$ cat src/inc/rac_consts.svh
`ifndef RAC_CONSTS_SVH
`define RAC_CONSTS_SVH

// Register offsets
`define RAC_OFF_SECOND_ALARM  4'h0
`define RAC_OFF_MINUTE_ALARM  4'h1
`define RAC_OFF_HOUR_ALARM    4'h2
`define RAC_OFF_WEEKDAY_ALARM 4'h3
`define RAC_OFF_DAY_ALARM     4'h4
`define RAC_OFF_MONTH_ALARM   4'h5
`define RAC_OFF_CONTROL_ONE   4'h6
`define RAC_OFF_IRQ_STATUS    4'h7
`define RAC_OFF_IRQ_CLEAR     4'h8
`define RAC_OFF_IRQ_ENABLE    4'h9

// Alarm register fields
`define RAC_ENABLE_BIT        7
`define RAC_MASK_SECOND       7'h7f
`define RAC_MASK_MINUTE       7'h7f
`define RAC_MASK_HOUR         7'h3f
`define RAC_MASK_WEEKDAY      7'h07
`define RAC_MASK_DAY          7'h3f
`define RAC_MASK_MONTH        7'h1f

// Control and interrupt fields
`define RAC_FLAG_BIT          0
`define RAC_AIE_BIT           3
`define RAC_IRQ_ALARM_BIT     0

// Reset values
`define RAC_RST_ENABLES       6'h00
`define RAC_RST_AIE           1'h0
`define RAC_RST_FLAG          1'h0

`endif

$ cat src/inc/rac_pkg.sv
package rac_pkg;

    typedef logic [6:0] rac_field_t;

    // Six time counter values, BCD, low-aligned
    typedef struct packed {
        rac_field_t month;
        rac_field_t day;
        rac_field_t weekday;
        rac_field_t hour;
        rac_field_t minute;
        rac_field_t second;
    } rac_time_t;

    typedef enum logic [2:0] {
        RAC_SEL_SECOND  = 3'b000,
        RAC_SEL_MINUTE  = 3'b001,
        RAC_SEL_HOUR    = 3'b010,
        RAC_SEL_WEEKDAY = 3'b011,
        RAC_SEL_DAY     = 3'b100,
        RAC_SEL_MONTH   = 3'b101
    } rac_sel_t;

endpackage

$ cat src/verilog/rac_alarm_compare.sv
`timescale 1ns/10ps
`include "rac_consts.svh"

// Behaviour
// - Only enabled alarm registers join comparison
// - Flag sets when all enabled fields match and at least one field is enabled
// - Second alarm: BCD bits 6-0, 00-59
// - Minute alarm: BCD bits 6-0, 00-59
// - Hour alarm: BCD bits 5-0, 00-23
// - Weekday alarm: code bits 2-0, 0-6
// - Day alarm: BCD bits 5-0, 01-31
// - Month alarm: BCD bits 4-0, 01-12
// - Power-on reset clears every enable bit
// - Value fields survive every reset and standby
// - Hour, day bit 6 reads zero
// - Weekday bits 6-3 read zero
// - Month bits 6-5 read zero
// - Writing 0 to control one clears flag; 1 keeps it
// - Interrupt only when flag and enable set
module rac_alarm_compare (
    // Clock and reset
    input  wire logic             CLK,
    input  wire logic             RESET,
    input  wire logic             MANUAL_RESET,
    // Register port
    input  wire logic [3:0]       ADDR,
    input  wire logic [7:0]       WDATA,
    input  wire logic             WR,
    input  wire logic             RD,
    output logic      [7:0]       RDATA,
    // Time counters
    input  wire rac_pkg::rac_time_t TIME_NOW,
    // Interrupt
    output logic                  ALARM_IRQ
);

    logic [6:0]        alarm_value [0:5];
    logic [5:0]        compare_enable;
    logic              alarm_interrupt_enable;
    logic              alarm_flag;
    logic              match_q;
    logic [6:0]        counter_value [0:5];
    logic [5:0]        field_match;
    logic              all_match;
    logic              match_event;
    logic              next_flag;
    logic              ctrl_wr;
    logic              clr_wr;
    logic [7:0]        next_rdata;

    localparam logic [5:0] RST_ENABLES = `RAC_RST_ENABLES;

    // Writable bits of each alarm value field
    function automatic logic [6:0] field_mask(input logic [2:0] sel);
        logic [6:0] m;
        m = 7'h00;
        case (sel)
            rac_pkg::RAC_SEL_SECOND:  m = `RAC_MASK_SECOND;
            rac_pkg::RAC_SEL_MINUTE:  m = `RAC_MASK_MINUTE;
            rac_pkg::RAC_SEL_HOUR:    m = `RAC_MASK_HOUR;
            rac_pkg::RAC_SEL_WEEKDAY: m = `RAC_MASK_WEEKDAY;
            rac_pkg::RAC_SEL_DAY:     m = `RAC_MASK_DAY;
            rac_pkg::RAC_SEL_MONTH:   m = `RAC_MASK_MONTH;
            default:                  m = 7'h00;
        endcase
        return m;
    endfunction

    // Alarm register index from address, 3'b111 when not an alarm
    function automatic logic [2:0] alarm_sel(input logic [3:0] a);
        logic [2:0] s;
        s = 3'b111;
        if (a <= `RAC_OFF_MONTH_ALARM) begin
            s = a[2:0];
        end
        return s;
    endfunction

    assign counter_value[0] = TIME_NOW.second;
    assign counter_value[1] = TIME_NOW.minute;
    assign counter_value[2] = TIME_NOW.hour;
    assign counter_value[3] = TIME_NOW.weekday;
    assign counter_value[4] = TIME_NOW.day;
    assign counter_value[5] = TIME_NOW.month;

    assign ctrl_wr = WR && (ADDR == `RAC_OFF_CONTROL_ONE);
    assign clr_wr  = WR && (ADDR == `RAC_OFF_IRQ_CLEAR);

    // Per-field storage and comparison
    genvar gi;
    generate
        for (gi = 0; gi < 6; gi++) begin : g_field
            // Values have no reset at all
            always_ff @(posedge CLK) begin
                if (WR && alarm_sel(ADDR) == 3'(gi)) begin
                    alarm_value[gi] <= WDATA[6:0] & field_mask(3'(gi));
                end
            end

            always_ff @(posedge CLK) begin
                if (RESET) begin
                    compare_enable[gi] <= RST_ENABLES[gi];
                end else if (WR && alarm_sel(ADDR) == 3'(gi)) begin
                    compare_enable[gi] <= WDATA[`RAC_ENABLE_BIT];
                end
            end

            // Disabled fields always count as matching
            assign field_match[gi] = !compare_enable[gi] ||
                (alarm_value[gi] == (counter_value[gi] & field_mask(3'(gi))));
        end
    endgenerate

    assign all_match   = (&field_match) && (|compare_enable);
    assign match_event = all_match && !match_q;

    // Match history, so one match sets the flag once
    always_ff @(posedge CLK) begin
        if (RESET) begin
            match_q <= 1'b0;
        end else begin
            match_q <= all_match;
        end
    end

    // Alarm flag: set beats clear
    always_comb begin
        next_flag = alarm_flag;
        if ((ctrl_wr && !WDATA[`RAC_FLAG_BIT]) ||
            (clr_wr && WDATA[`RAC_IRQ_ALARM_BIT])) begin
            next_flag = 1'b0;
        end
        if (match_event) begin
            next_flag = 1'b1;
        end
    end

    always_ff @(posedge CLK) begin
        if (RESET) begin
            alarm_flag <= `RAC_RST_FLAG;
        end else begin
            alarm_flag <= next_flag;
        end
    end

    // Interrupt enable, also reset by manual reset
    always_ff @(posedge CLK) begin
        if (RESET || MANUAL_RESET) begin
            alarm_interrupt_enable <= `RAC_RST_AIE;
        end else if (ctrl_wr) begin
            alarm_interrupt_enable <= WDATA[`RAC_AIE_BIT];
        end else if (WR && ADDR == `RAC_OFF_IRQ_ENABLE) begin
            alarm_interrupt_enable <= WDATA[`RAC_IRQ_ALARM_BIT];
        end
    end

    // Level interrupt
    always_ff @(posedge CLK) begin
        if (RESET) begin
            ALARM_IRQ <= 1'b0;
        end else begin
            ALARM_IRQ <= alarm_flag && alarm_interrupt_enable;
        end
    end

    // Read mux
    always_comb begin
        next_rdata = 8'h00;
        if (alarm_sel(ADDR) != 3'b111) begin
            next_rdata[6:0] = alarm_value[alarm_sel(ADDR)];
            next_rdata[`RAC_ENABLE_BIT] = compare_enable[alarm_sel(ADDR)];
        end else if (ADDR == `RAC_OFF_CONTROL_ONE) begin
            next_rdata[`RAC_FLAG_BIT] = alarm_flag;
            next_rdata[`RAC_AIE_BIT]  = alarm_interrupt_enable;
        end else if (ADDR == `RAC_OFF_IRQ_STATUS) begin
            next_rdata[`RAC_IRQ_ALARM_BIT] = alarm_flag;
        end else if (ADDR == `RAC_OFF_IRQ_ENABLE) begin
            next_rdata[`RAC_IRQ_ALARM_BIT] = alarm_interrupt_enable;
        end
    end

    always_ff @(posedge CLK) begin
        if (RESET) begin
            RDATA <= 8'h00;
        end else if (RD) begin
            RDATA <= next_rdata;
        end else begin
            RDATA <= 8'h00;
        end
    end
endmodule

$ cat config.mk
export PLATFORM = sky130hd
export DESIGN_NAME = rac_alarm_compare
export DESIGN_NICKNAME = d
export VERILOG_FILES = /design/src/inc/rac_pkg.sv /design/src/verilog/rac_alarm_compare.sv
export VERILOG_INCLUDE_DIRS = /design/src /design/src/inc
export SDC_FILE = /design/constraint.sdc
export NUM_CORES = 1
export LEC_CHECK = 0
export ABC_AREA = 1
export CORE_MARGIN = 3
export CORE_UTILIZATION = 47
export CTS_CLUSTER_SIZE = 24
export DETAILED_ROUTE_END_ITERATION = 16
export DONT_BUFFER_PORTS = 1
export GPL_TIMING_DRIVEN = 0
export HOLD_SLACK_MARGIN = 0.05
export PLACE_DENSITY = 0.74
export SYNTH_ARGS = -nofsm -noshare
export SYNTH_HDL_FRONTEND = slang
export SYNTH_SLANG_ARGS = --single-unit
$ cat constraint.sdc
create_clock -name CLK -period 1.8 [get_ports CLK]
set_input_delay 0.36 -clock CLK [delete_from_list [all_inputs] [get_ports CLK]]
set_output_delay 0.36 -clock CLK [all_outputs]
set_load 0.02 [all_outputs]
Word level (Yosys, flattened, before mapping)
Memories as Yosys holds them, arrays and structs flattened.
Cells that the tools add are included.
{ "totals": {"regBits": 18, "latchBits": 0, "ram_bits": 42, "mem_bits_ro": 0, "input_bits": 59, "out_inout_bits": 9, "wordCells": 129, "memories": 1} }
{ "mem_list": {"columns": ["name", "words", "width", "rd", "rd_ports_with_merged_regs", "write_ports", "line", "source"], "rows": [
  ["alarm_value", 6, 7, 7, 0, 1, "rac_alarm_compare.sv:37", "logic [6:0] alarm_value [0:5];"]
]} }
{ "op_classes": {"add_sub_neg": 0, "n_mul": 0, "n_div": 0, "order_cmp": 2, "eq_ne": 21, "shifts": 0, "muxes": 42, "n_bitwise": 2, "n_reduce_logical": 49} }
{ "op_table": {"columns": ["cell", "n"], "rows": [
  ["7-bit two-way mux", 5],
  ["7-bit OR reduction", 5],
  ["1-bit two-way mux", 28],
  ["3-bit two-way mux", 8],
  ["1-bit logical AND", 20],
  ["7-bit by 6-bit == test with 1-bit output", 2],
  ["7-bit == test", 2],
  ["3-bit by 2-bit == test with 1-bit output, second input constant", 4],
  ["3-bit == test, second input constant", 4],
  ["4-bit by 3-bit == test with 1-bit output, second input constant", 2],
  ["4-bit == test, second input constant", 2],
  ["1-bit logical NOT", 8],
  ["1-bit logical OR", 8],
  ["7-bit by 3-bit == test with 1-bit output", 1],
  ["7-bit by 5-bit == test with 1-bit output", 1],
  ["3-bit by 1-bit == test with 1-bit output, second input constant", 2],
  ["3-bit logical NOT", 2],
  ["6-bit AND reduction", 1],
  ["6-bit OR reduction", 1],
  ["4-bit by 3-bit <= comparator with 1-bit output, second input constant", 1],
  ["3-bit by 4-bit less-than comparator with 1-bit output, second input constant", 1],
  ["2-bit nonzero test", 2],
  ["1-bit binary-select mux with 3-bit select", 1],
  ["3-bit inequality test, second input constant", 1],
  ["other kinds (3)", 4]
]} }

Depth between registers and ports, before layout
Gate-level depths: netlist (run 1).
{ "depth": {"depth_word": 12, "mapped_depth": 11, "mapped_depth_nobuf": 11} }

Least setup slack after synthesis (run 1)
No wires, ideal clock.
{ "synth_path": {"path_kind": "input to register", "startpoint": "in ADDR[1]", "endpoint": "mem alarm_value[0][0] (enable)", "setup_ps": 373, "arrival_time_ps": 1143, "required_ps": 1427, "path_slack_ps": 284, "stages": 3, "n_path_buf": 0, "cell_sequence": "nor2_1 nand2_1 nor2_1"} }
{ "synth_between": {"elab_chain_len": 12, "elab_cells_between_ends": 41, "cone_classes": "order compare: 1; eq/ne: 5; mux: 23; reduce/logical: 12"} }
{ "synth_lines": {"columns": ["element", "line", "source"], "rows": [
  ["start, declared", "rac_alarm_compare.sv:26", "input wire logic [3:0] ADDR,"],
  ["4-bit by 3-bit <= comparator with 1-bit output (no source line)", null, null],
  ["3-bit two-way mux (*)", "rac_alarm_compare.sv:73", "if (a <= `RAC_OFF_MONTH_ALARM) begin"],
  ["3-bit by 1-bit == test with 1-bit output", "rac_alarm_compare.sv:95", "if (WR && alarm_sel(ADDR) == 3'(gi)) begin"],
  ["1-bit logical AND", "rac_alarm_compare.sv:95", null],
  ["1-bit two-way mux", "rac_alarm_compare.sv:95", null],
  ["1-bit two-way mux (not written as such)", "rac_alarm_compare.sv:96", "alarm_value[gi] <= WDATA[6:0] & field_mask(3'(gi));"],
  ["7-bit OR reduction (no source line)", null, null],
  ["3-bit two-way mux (no source line) / 1-bit two-way mux (equally long branches) (5 in series)", null, null],
  ["end, declared", "rac_alarm_compare.sv:37", null]
]} }
Every way passes the cells marked *; elsewhere a longest branch is shown, timed or not.

Worst setup path in the final report (run 1)
{ "layout_path": {"startpoint": "in ADDR[1]", "endpoint": "reg compare_enable[4]"} }
{ "layout_between": {"elab_chain_len": 5} }
{ "layout_lines": {"columns": ["element", "line", "source"], "rows": [
  ["4-bit by 3-bit <= comparator with 1-bit output (no source line)", null, null],
  ["3-bit two-way mux (*)", "rac_alarm_compare.sv:73", null],
  ["3-bit two-way mux (*)", "rac_alarm_compare.sv:101", "if (RESET) begin"],
  ["3-bit == test (*)", "rac_alarm_compare.sv:103", "end else if (WR && alarm_sel(ADDR) == 3'(gi)) begin"],
  ["1-bit logical AND (*)", "rac_alarm_compare.sv:103", null],
  ["end signal, assigned by index", "rac_alarm_compare.sv:102", "compare_enable[gi] <= RST_ENABLES[gi];"],
  ["end signal, assigned by index", "rac_alarm_compare.sv:104", "compare_enable[gi] <= WDATA[`RAC_ENABLE_BIT];"],
  ["end, declared", "rac_alarm_compare.sv:38", "logic [5:0] compare_enable;"]
]} }
Every way passes the cells marked *; elsewhere a longest branch is shown, timed or not. The select of a mux whose other input is x is not followed.
A chain may end at the register's enable or synchronous reset.

==> flow_metrics.tcl, run 1 <==
set metrics [dict create \
    route.met3.wl_um 598 \
    syn_inst 314 \
    hpwl_um 4939 \
    clk_pin_slew_ns 0.09 \
    ys_seq_elements 52 \
    cts_sinks 52 \
    grt_pass1_wl_um 10040 \
    clockBufferDepth 2 \
    post_cts_buffers 0 \
    die_h_um 80.20 \
    numCtsBuffers 5 \
    die-area_um2 6431 \
    final_layout_size_suffix_gt1_share_pct 4.658 \
    hold_buffers 0 \
    diodes 0 \
    period_needed_ns 1.578 \
    route.met2.wl_um 3074 \
    synth_top_area_share_pct 39.46 \
    grt_max_degree 17 \
    max_clock_freq_mhz 633.6 \
    cts-root-buf "clkbuf_8" \
    fin_worst_skew_ns 0.01018 \
    synth_fa_ha_area_share_pct 0 \
    synth_common_cells "nand2_1 (94), inv_1 (49), edfxtp_1 (34)" \
    dpl_worst_slack_ns -0.2110 \
    r2r_start "alarm_value[0][1]" \
    hold_viol_final 0 \
    cts_resized 0 \
    utilization_pct 53.58 \
    synth.most_common_cell "nand2_1" \
    first_global_vias 2141 \
    synth_top_family_by_area "simple AND/OR/NAND/NOR gates" \
    reg2reg_depth 7 \
    nNetsFinal 380 \
    synth_ff_type "edfxtp_1" \
    cts_tree "done" \
    min-delay-path-class "in -> reg" \
    synth_cell_type_count 28 \
    wl_per_cell_um 16.17 \
    yosys.area_share.simple_pct 22.73 \
    holdPathEnd "alarm_interrupt_enable" \
    relSlewSlack_pct 48.49 \
    crit_family "simple AND/OR/NAND/NOR gates" \
    gp_congestion 0.9103 \
    synth_xor_area_share_pct 6.093 \
    grt.overflow.total 0 \
    fill_cells 491 \
    wl_um 6340 \
    r2r_slack_ns 0.40 \
    cap_violations 0 \
    antenna_found_initial 0 \
    netlist_area_um2 2587 \
    outcome "finished, final reports clean" \
    path_buf_inv 0 \
    ant_nets 0 \
    drt_iter0_markers 195 \
    tightest_slew_ns 0.7699 \
    ys_seq_area_share_pct 53.38 \
    io_buffers 0 \
    setup_violations 0 \
    syn_to_final_growth_pct 7.785 \
    synthTopCellsByArea "edfxtp_1 (39%), dfxtp_1 (14%), nand2_1 (14%)" \
    seq_area_um2 1381 \
    vias_per_cell 5.390 \
    cp-end-kind "flop" \
    via_count 2113 \
    fin_area_um2 2789 \
    wl_met1_um 2474 \
    yosysWarnings 0 \
    multiInputGateArea_um2 1008 \
    track_usage_pct 20.94 \
    placed_cell_area_um2 2675 \
    synthMuxAreaShare_pct 0 \
    num_rows 26 \
    worst-setup-path-type "in -> reg" \
    startpoint_type "primary input" \
    firstDrtPassIters 5 \
    path_max_fanout 8 \
    synth_compound_area_share_pct 10.06 \
    avgSynthCellArea_um2 8.240 \
    clock_latency_ns 0.32 \
    fin_ws_ns 0.2217 \
    worstHoldStart "MANUAL_RESET" \
    whs_path_depth 1 \
    synth-edff-count 34 \
    maxUsedRoutingLayer "met4" \
    syn-num-nets 373 \
    initial_core_util_pct 49.71 \
    crit_required_ns 2.05 \
    io_pins 68 \
    power_density_nw_per_um2 825.0 \
    yosys.area.top_type "edfxtp_1" \
    p_leak_nw 1.179 \
    arrival_ns 1.83 \
    die_x_um 80.20 \
    core_area_um2 5205 \
    slowest_delay_ns 0.60 \
    slew_violations 0 \
    drc 0 \
    crit_path_top_delay_cell "nor3_2" \
    fin_crit_sh_pct 87.68 \
    async_flop_share_pct 0 \
    ir_worst_vdd_mv 0.3915 \
    cts_max_level 2 \
    r2r-end "alarm_flag" \
    cp_cell_sequence "nor2_1, nand2_1, nor3_2, o21ai_0, a21oi_1" \
    rsz0062_at_grt "no" \
]
-- per-stage QoR --
step / instances / setup TNS (ns) / power (mW) / hold WS [ns]
final: 392 / 0 / 2.301 / 0.1033
after global routing: 392 / 0 / 2.371 / 0.09889
after CTS: 392 / 0 / 2.296 / 0.09740
after detailed placement: 384 / -2.592 / 1.503 / 0.4347
after global placement: 384 / -2.131 / 1.497 / 0.4331
after floorplan: 314 / 0 / 1.462 / 0.4227
-- final cells by class --
type | instances | share of cell area, %
Sequential cell | 52 | 49.53
Clock buffer | 5 | 2.467
Multi-Input combinational cell | 209 | 36.16
Buffer | 2 | 0.3140
Tap cell | 70 | 3.140
Inverter | 51 | 6.864
Clock inverter | 3 | 1.525
-- per-layer routing --
| layer | track usage (%) | up-vias |
|---|---|---|
| met5 | 0 | - |
| met4 | 8.446 | 0 |
| met3 | 6.951 | 16 |
| met2 | 36.34 | 100 |
| met1 | 23.53 | 968 |
| li1 | - | 1029 |
-- where the power goes --
part / switching (mW) / internal, mW / total (mW) / leakage [nW]
registers: 0.0178 / 1.29 / 1.31 / 0.453
logic: 0.110 / 0.0595 / 0.169 / 0.672
clock network: 0.409 / 0.412 / 0.821 / 0.0541
-- flip-flops by register name (all words and copies together) (netlist names) --
register / count
ALARM_IRQ: 1
alarm_flag: 1
match_q: 1
RDATA: 8
compare_enable: 6
alarm_value: 34
alarm_interrupt_enable: 1
-- placed cells by master (no fill, tap or decap) --
cell,count
buf_2,1
o211ai_1,1
a31oi_1,2
o221ai_1,1
xnor2_1,6
o2111ai_1,2
a21boi_1,1
xor2_1,12
o21ai_0,13
inv_1,49
clkinvlp_4,1
o22ai_1,4
a22oi_1,1
nand3_1,12
bufinv_16,1
nor2_2,3
inv_2,1
a221oi_1,1
a21oi_1,14
nor3_2,2
o21ai_1,6
edfxtp_1,34
nand4_1,3
nand2_1,94
nor2_1,29
nor4_1,1
dfxtp_1,18
clkinv_1,1
clkinv_2,1
clkbuf_8,5
nor3_1,1
clkbuf_1,1
-- worst max path at each step --
stage | from | to | cells after the start | slack (ns)
floorplan | ADDR[1] | alarm_value[0][0] | 3 | 0.28
global placement | ADDR[1] | alarm_value[0][4] | 3 | -0.22
detailed placement | ADDR[1] | alarm_value[0][4] | 3 | -0.21
CTS | ADDR[1] | compare_enable[0] | 5 | 0.11
global route | ADDR[1] | compare_enable[4] | 5 | 0.10
finish | ADDR[1] | compare_enable[4] | 5 | 0.22
-- worst reg2reg max path, stage by stage, from the launching register on --
cell      delay (ns)
edfxtp_1        0.43
xnor2_1         0.20
nand3_1         0.08
o21ai_0         0.24
nand2_1         0.11
nor2_1          0.10
nand3_1         0.11
nand2_1         0.08
-- kinds of logic (layout without fill, tap and decap cells) --
kind of cell / Yosys count / count (layout)
buffers and inverters: 53 / 61
AOI/OAI and AO/OA: 46 / 46
and+or+nand+nor: 145 / 145
DFF: 52 / 52
xor gates and xnor gates: 18 / 18
Note: power is estimated with default switching activity, not from simulation.
==> run 2, diff against run 1 <==
- CORE_UTILIZATION: 47 -> 40
- PLACE_DENSITY: 0.74 -> 0.66
==> run 2 against run 1 <==
Net effect:
- sequential power barely moved
- critical path depth fell by 2
- first-iteration DRC count fell by 39%
- worst hold slack improved by 0.013 ns
- global-route usage fell by 3.7 points
- wire length fell by 2.0%
- fmax fell by 3.0%
==> flow_metrics.tcl, run 2 (synthesis gave the netlist of run 1 again) <==
set metrics [dict create \
    cp_cell_sequence "nor2_1, nand2_1, nor3_2" \
    gp_congestion 0.9204 \
    hpwl_um 4895 \
    p_leak_nw 1.176 \
    die-area_um2 7470 \
    worst-setup-path-type "in -> reg" \
    grt_max_degree 16 \
    final_cell_mix "nand2_1 (94), inv_1 (49), edfxtp_1 (34)" \
    crit_path_top_delay_cell "nor3_2" \
    placed_cell_area_um2 2681 \
    grt.overflow.total 0 \
    relSlewSlack_pct 52.53 \
    diodes 0 \
    slew_violations 0 \
    ir_worst_vdd_mv 0.3044 \
    setup_violations 0 \
    first_global_vias 2023 \
    path_max_fanout 8 \
    place_inst 389 \
    final_layout_size_suffix_gt1_share_pct 4.037 \
    fin_crit_sh_pct 90.36 \
    rsz0062_at_grt "no" \
    cts_sinks 52 \
    crit_family "simple AND/OR/NAND/NOR gates" \
    reg_top3 "alarm_value: 34 flops, RDATA: 8 flops, compare_enable: 6 flops" \
    numCtsBuffers 5 \
    slowest_delay_ns 0.63 \
    vias_per_cell 5.154 \
    grt_pass1_wl_um 9756 \
    clk_pin_slew_ns 0.09 \
    instances_no_fill 397 \
    track_usage_pct 17.24 \
    firstDrtPassIters 5 \
    io_pins 68 \
    hold_buffers 0 \
    final_common_cell "nand2_1" \
    cts_max_level 2 \
    path_buf_inv 0 \
    fin_area_um2 2785 \
    startpoint_type "primary input" \
    min-delay-path-class "in -> reg" \
    cp-end-kind "flop" \
    initial_core_util_pct 42.45 \
    antenna_found_initial 0 \
    wl_per_cell_um 15.65 \
    cap_violations 0 \
    via_count 2046 \
    regMostFlops "alarm_value" \
    fin_worst_skew_ns 0.002196 \
    core_area_um2 6096 \
    clock_latency_ns 0.30 \
    cts_tree "done" \
    drc 0 \
    wl_um 6215 \
    drt_iter0_markers 119 \
    io_buffers 0 \
    clockBufferDepth 2 \
    crit_required_ns 1.74 \
    num_rows 28 \
    cts-root-buf "clkbuf_8" \
    syn_to_final_growth_pct 7.640 \
    die_h_um 86.43 \
    outcome "finished, final reports clean" \
    ant_nets 0 \
    period_needed_ns 1.626 \
    tightest_slew_ns 0.7082 \
    largest_register_ffs 34 \
    arrival_ns 1.57 \
    fill_cells 613 \
    nNetsFinal 380 \
    power_density_nw_per_um2 786.0 \
    die_x_um 86.43 \
    max_clock_freq_mhz 614.8 \
    hold_viol_final 0 \
]
[run 2: cell types whose count changed in the layout (fill, tap and decap cells not counted), sizes merged]
cell	before	now
bufinv	1	0
clkbuf	6	7
clkinv	2	3
clkinvlp	1	0
[run 2: area by class of cell]
class | count | area [um2] | share of cell area, %
sequential | 52 | 1381 | 49.60
multi-input combinational | 209 | 1008 | 36.21
buffer | 2 | 8.758 | 0.3145
clock inverter | 2 | 7.507 | 0.2695
clock buffer | 6 | 93.84 | 3.369
tap | 75 | 93.84 | 3.369
inverter | 51 | 191.4 | 6.873
[run 2: metal layers]
| layer | global-route usage (%) | vias to the layer above | wire length, um |
|---|---|---|---|
| li1 | - | 1027 | - |
| met1 | 20.25 | 917 | 2464 |
| met2 | 28.51 | 82 | 2885 |
| met3 | 5.798 | 20 | 622 |
| met4 | 7.790 | 0 | 242 |
| met5 | 0 | - | 0 |
[run 2: where the power goes]
group          internal, mW  leakage, nW  switching [mW]
clock network         0.349       0.0514           0.364
logic                0.0594        0.672           0.107
registers              1.29        0.453          0.0177
[run 2: worst register-to-register path: stages, from the launching register on]
cell and delay (ns):
edfxtp_1 0.42, xnor2_1 0.17, nand3_1 0.10, o21ai_0 0.22, nand2_1 0.11, nor2_1 0.09, nand3_1 0.07, nand2_1 0.06
[run 2: path summary, 6_finish.rpt]
check / start / to / slack (ns) / cells past startpoint
setup / recovery: ADDR[1] / alarm_value[4][1] / 0.17 / 3
hold / removal: MANUAL_RESET / alarm_interrupt_enable / 0.12 / 1
setup reg to reg: alarm_value[0][1] / alarm_flag / 0.51 / 7
hold reg to reg: alarm_interrupt_enable / ALARM_IRQ / 0.47 / 2
[run 2: through the flow]
| stage | setup TNS [ns] | power, mW | worst slack, ns | hold WS (ns) | util (%) |
|---|---|---|---|---|---|
| 2_1_floorplan | 0 | 1.462 | 0.2840 | 0.4227 | - |
| 3_3_place_gp | -2.060 | 1.499 | -0.1946 | 0.4330 | 43.99 |
| 3_5_place_dp | -2.271 | 1.501 | -0.2007 | 0.4347 | 43.99 |
| 4_1_cts | 0 | 2.204 | 0.1141 | 0.1080 | 45.65 |
| 5_1_grt | 0 | 2.289 | 0.07267 | 0.1020 | 45.69 |
| 6_report | 0 | 2.189 | 0.1735 | 0.1166 | 45.69 |
[run 2: repair_timing]
action,CTS,global route
setup endpoints to repair,0,8
buffers inserted,0,0
hold endpoints to repair,0,0
resized for setup,0,1
==> run 3, diff against run 2 <==
- CORE_ASPECT_RATIO: default -> 1.1
- CORE_UTILIZATION: 40 -> 25
- PLACE_DENSITY: 0.66 -> 0.37
==> run 3 against run 2 <==
Net effect:
- global-route usage fell by 3.9 points
- critical endpoint unchanged
- first-iteration DRC count decreased by 21%
- highest routed layer unchanged
- register-to-register slack worse by 0.05 ns
- critical path type unchanged
- largest power group unchanged
- fmax grew 2.2%
- clock skew up 0.013 ns
- die area increased by 55%
==> flow_metrics.tcl, run 3 (synthesis gave the netlist of run 1 again) <==
set metrics [dict create \
    die-area_um2 11610 \
    gp_congestion 0.8398 \
    syn_to_final_growth_pct 9.284 \
    wl_per_cell_um 16.79 \
    io_buffers 0 \
    fin_worst_skew_ns 0.01557 \
    ir_worst_vdd_mv 0.2800 \
    setup_violations 0 \
    diodes 0 \
    ant_nets 0 \
    clockBufferDepth 2 \
    r2r-end "alarm_flag" \
    final_layout_size_suffix_gt1_share_pct 4.348 \
    initial_core_util_pct 25.91 \
    arrival_ns 1.54 \
    power_density_nw_per_um2 765.8 \
    cp-end-kind "flop" \
    io_pins 68 \
    clk_pin_slew_ns 0.09 \
    relSlewSlack_pct 54.81 \
    drc 0 \
    reg2reg_depth 11 \
    die_x_um 103 \
    num_rows 38 \
    r2r_start "alarm_value[1][0]" \
    slowest_delay_ns 0.60 \
    cts-root-buf "clkbuf_8" \
    cp_cell_sequence "nor2_1, nand2_1, nor3_2" \
    worst-setup-path-type "in -> reg" \
    numCtsBuffers 5 \
    cts_max_level 2 \
    reg_top3 "alarm_value: 34 flops, RDATA: 8 flops, compare_enable: 6 flops" \
    tns_ns 0 \
    utilization_pct 28.32 \
    rsz0062_at_grt "no" \
    r2r_slack_ns 0.46 \
    cts_tree "done" \
    drt_iter0_markers 94 \
    post_cts_buffers 0 \
    die_h_um 112.7 \
    tightest_slew_ns 0.6742 \
    max_clock_freq_mhz 628.2 \
    multiInputGateArea_um2 1011 \
    via_count 1973 \
    nNetsFinal 380 \
    holdPathEnd "alarm_interrupt_enable" \
    outcome "finished, final reports clean" \
    fin_crit_sh_pct 88.43 \
    final_common_cell "nand2_1" \
    final_cell_mix "nand2_1 (94), inv_1 (49), edfxtp_1 (34)" \
    path_max_fanout 8 \
    crit_path_top_delay_cell "nor3_2" \
    p_leak_nw 1.167 \
    largest_register_ffs 34 \
    clock_latency_ns 0.32 \
    period_needed_ns 1.592 \
    hold_viol_final 0 \
    crit_required_ns 1.75 \
    worstHoldStart "MANUAL_RESET" \
    cts_sinks 52 \
    antenna_found_initial 0 \
    first_global_vias 2049 \
    vias_per_cell 4.464 \
    wl_um 7419 \
    grt.overflow.total 0 \
    track_usage_pct 13.37 \
    grt_max_degree 17 \
    firstDrtPassIters 4 \
    dpl_worst_slack_ns -0.2880 \
    min-delay-path-class "in -> reg" \
    regMostFlops "alarm_value" \
    grt_pass1_wl_um 11420 \
    fill_cells 1091 \
    seq_area_um2 1381 \
    hpwl_um 5865 \
    cap_violations 0 \
    fin_ws_ns 0.2082 \
    slew_violations 0 \
    core_area_um2 9985 \
    whs_path_depth 1 \
    startpoint_type "primary input" \
]
run 3: cell counts in the layout (fill, tap and decap cells not counted):
No cell type changed its count.
run 3: area by class of cell:
type | instances | area share [%]
buffer | 2 | 0.3097
clock buffer | 6 | 2.566
tap | 120 | 5.310
inverter | 51 | 6.770
clock inverter | 2 | 0.4425
multi-input combinational | 209 | 35.75
sequential | 52 | 48.85
run 3: how the worst max path moves through the flow:
stage	from	to	slack, ns	depth (start not counted)
floorplan	ADDR[1]	alarm_value[0][0]	0.28	3
global placement	ADDR[1]	alarm_value[0][6]	-0.30	3
detailed placement	ADDR[1]	alarm_value[0][6]	-0.29	3
CTS	ADDR[1]	alarm_value[0][1]	0.05	3
global route	ADDR[1]	compare_enable[4]	0.06	5
finish	ADDR[1]	alarm_value[4][1]	0.21	3
run 3: through the flow:
step           area [um2]  total power, mW  hold slack (ns)  instances
2_1_floorplan        2587            1.462           0.4227        314
3_3_place_gp         2738            1.509           0.4329        434
3_5_place_dp         2738            1.510           0.4345        434
4_1_cts              2823            2.195          0.09821        442
5_1_grt              2828            2.267          0.09605        442
6_report             2828            2.165           0.1066        442
run 3: repair_timing:
action,CTS,global route
hold buffers,0,0
endpoints found under the setup margin,0,2
hold endpoints to repair,0,0
resized for setup,0,2
run 3: worst max-delay path, delay by kind of cell:
family / cells / cell delay, ns
and+or+nand+nor: 3 / 1.18
run 3: metal layers:
layer  wire length [um]  vias up  part of all wire (%)  GRT usage, %
met5                  0        -                     0             0
met1               3325      903                    45         17.17
met3                484        5                   6.5         3.761
met2               3519       39                    47         21.95
met4                 89        0                   1.2         3.627
li1                   -     1026                     -             -
run 3: where the power goes:
part	internal [mW]	leakage [nW]	total [mW]	switching, mW
registers	1.29	0.453	1.31	0.0185
logic	0.0595	0.672	0.168	0.109
clock network	0.274	0.0428	0.686	0.412
total	1.63	1.17	2.17	0.540
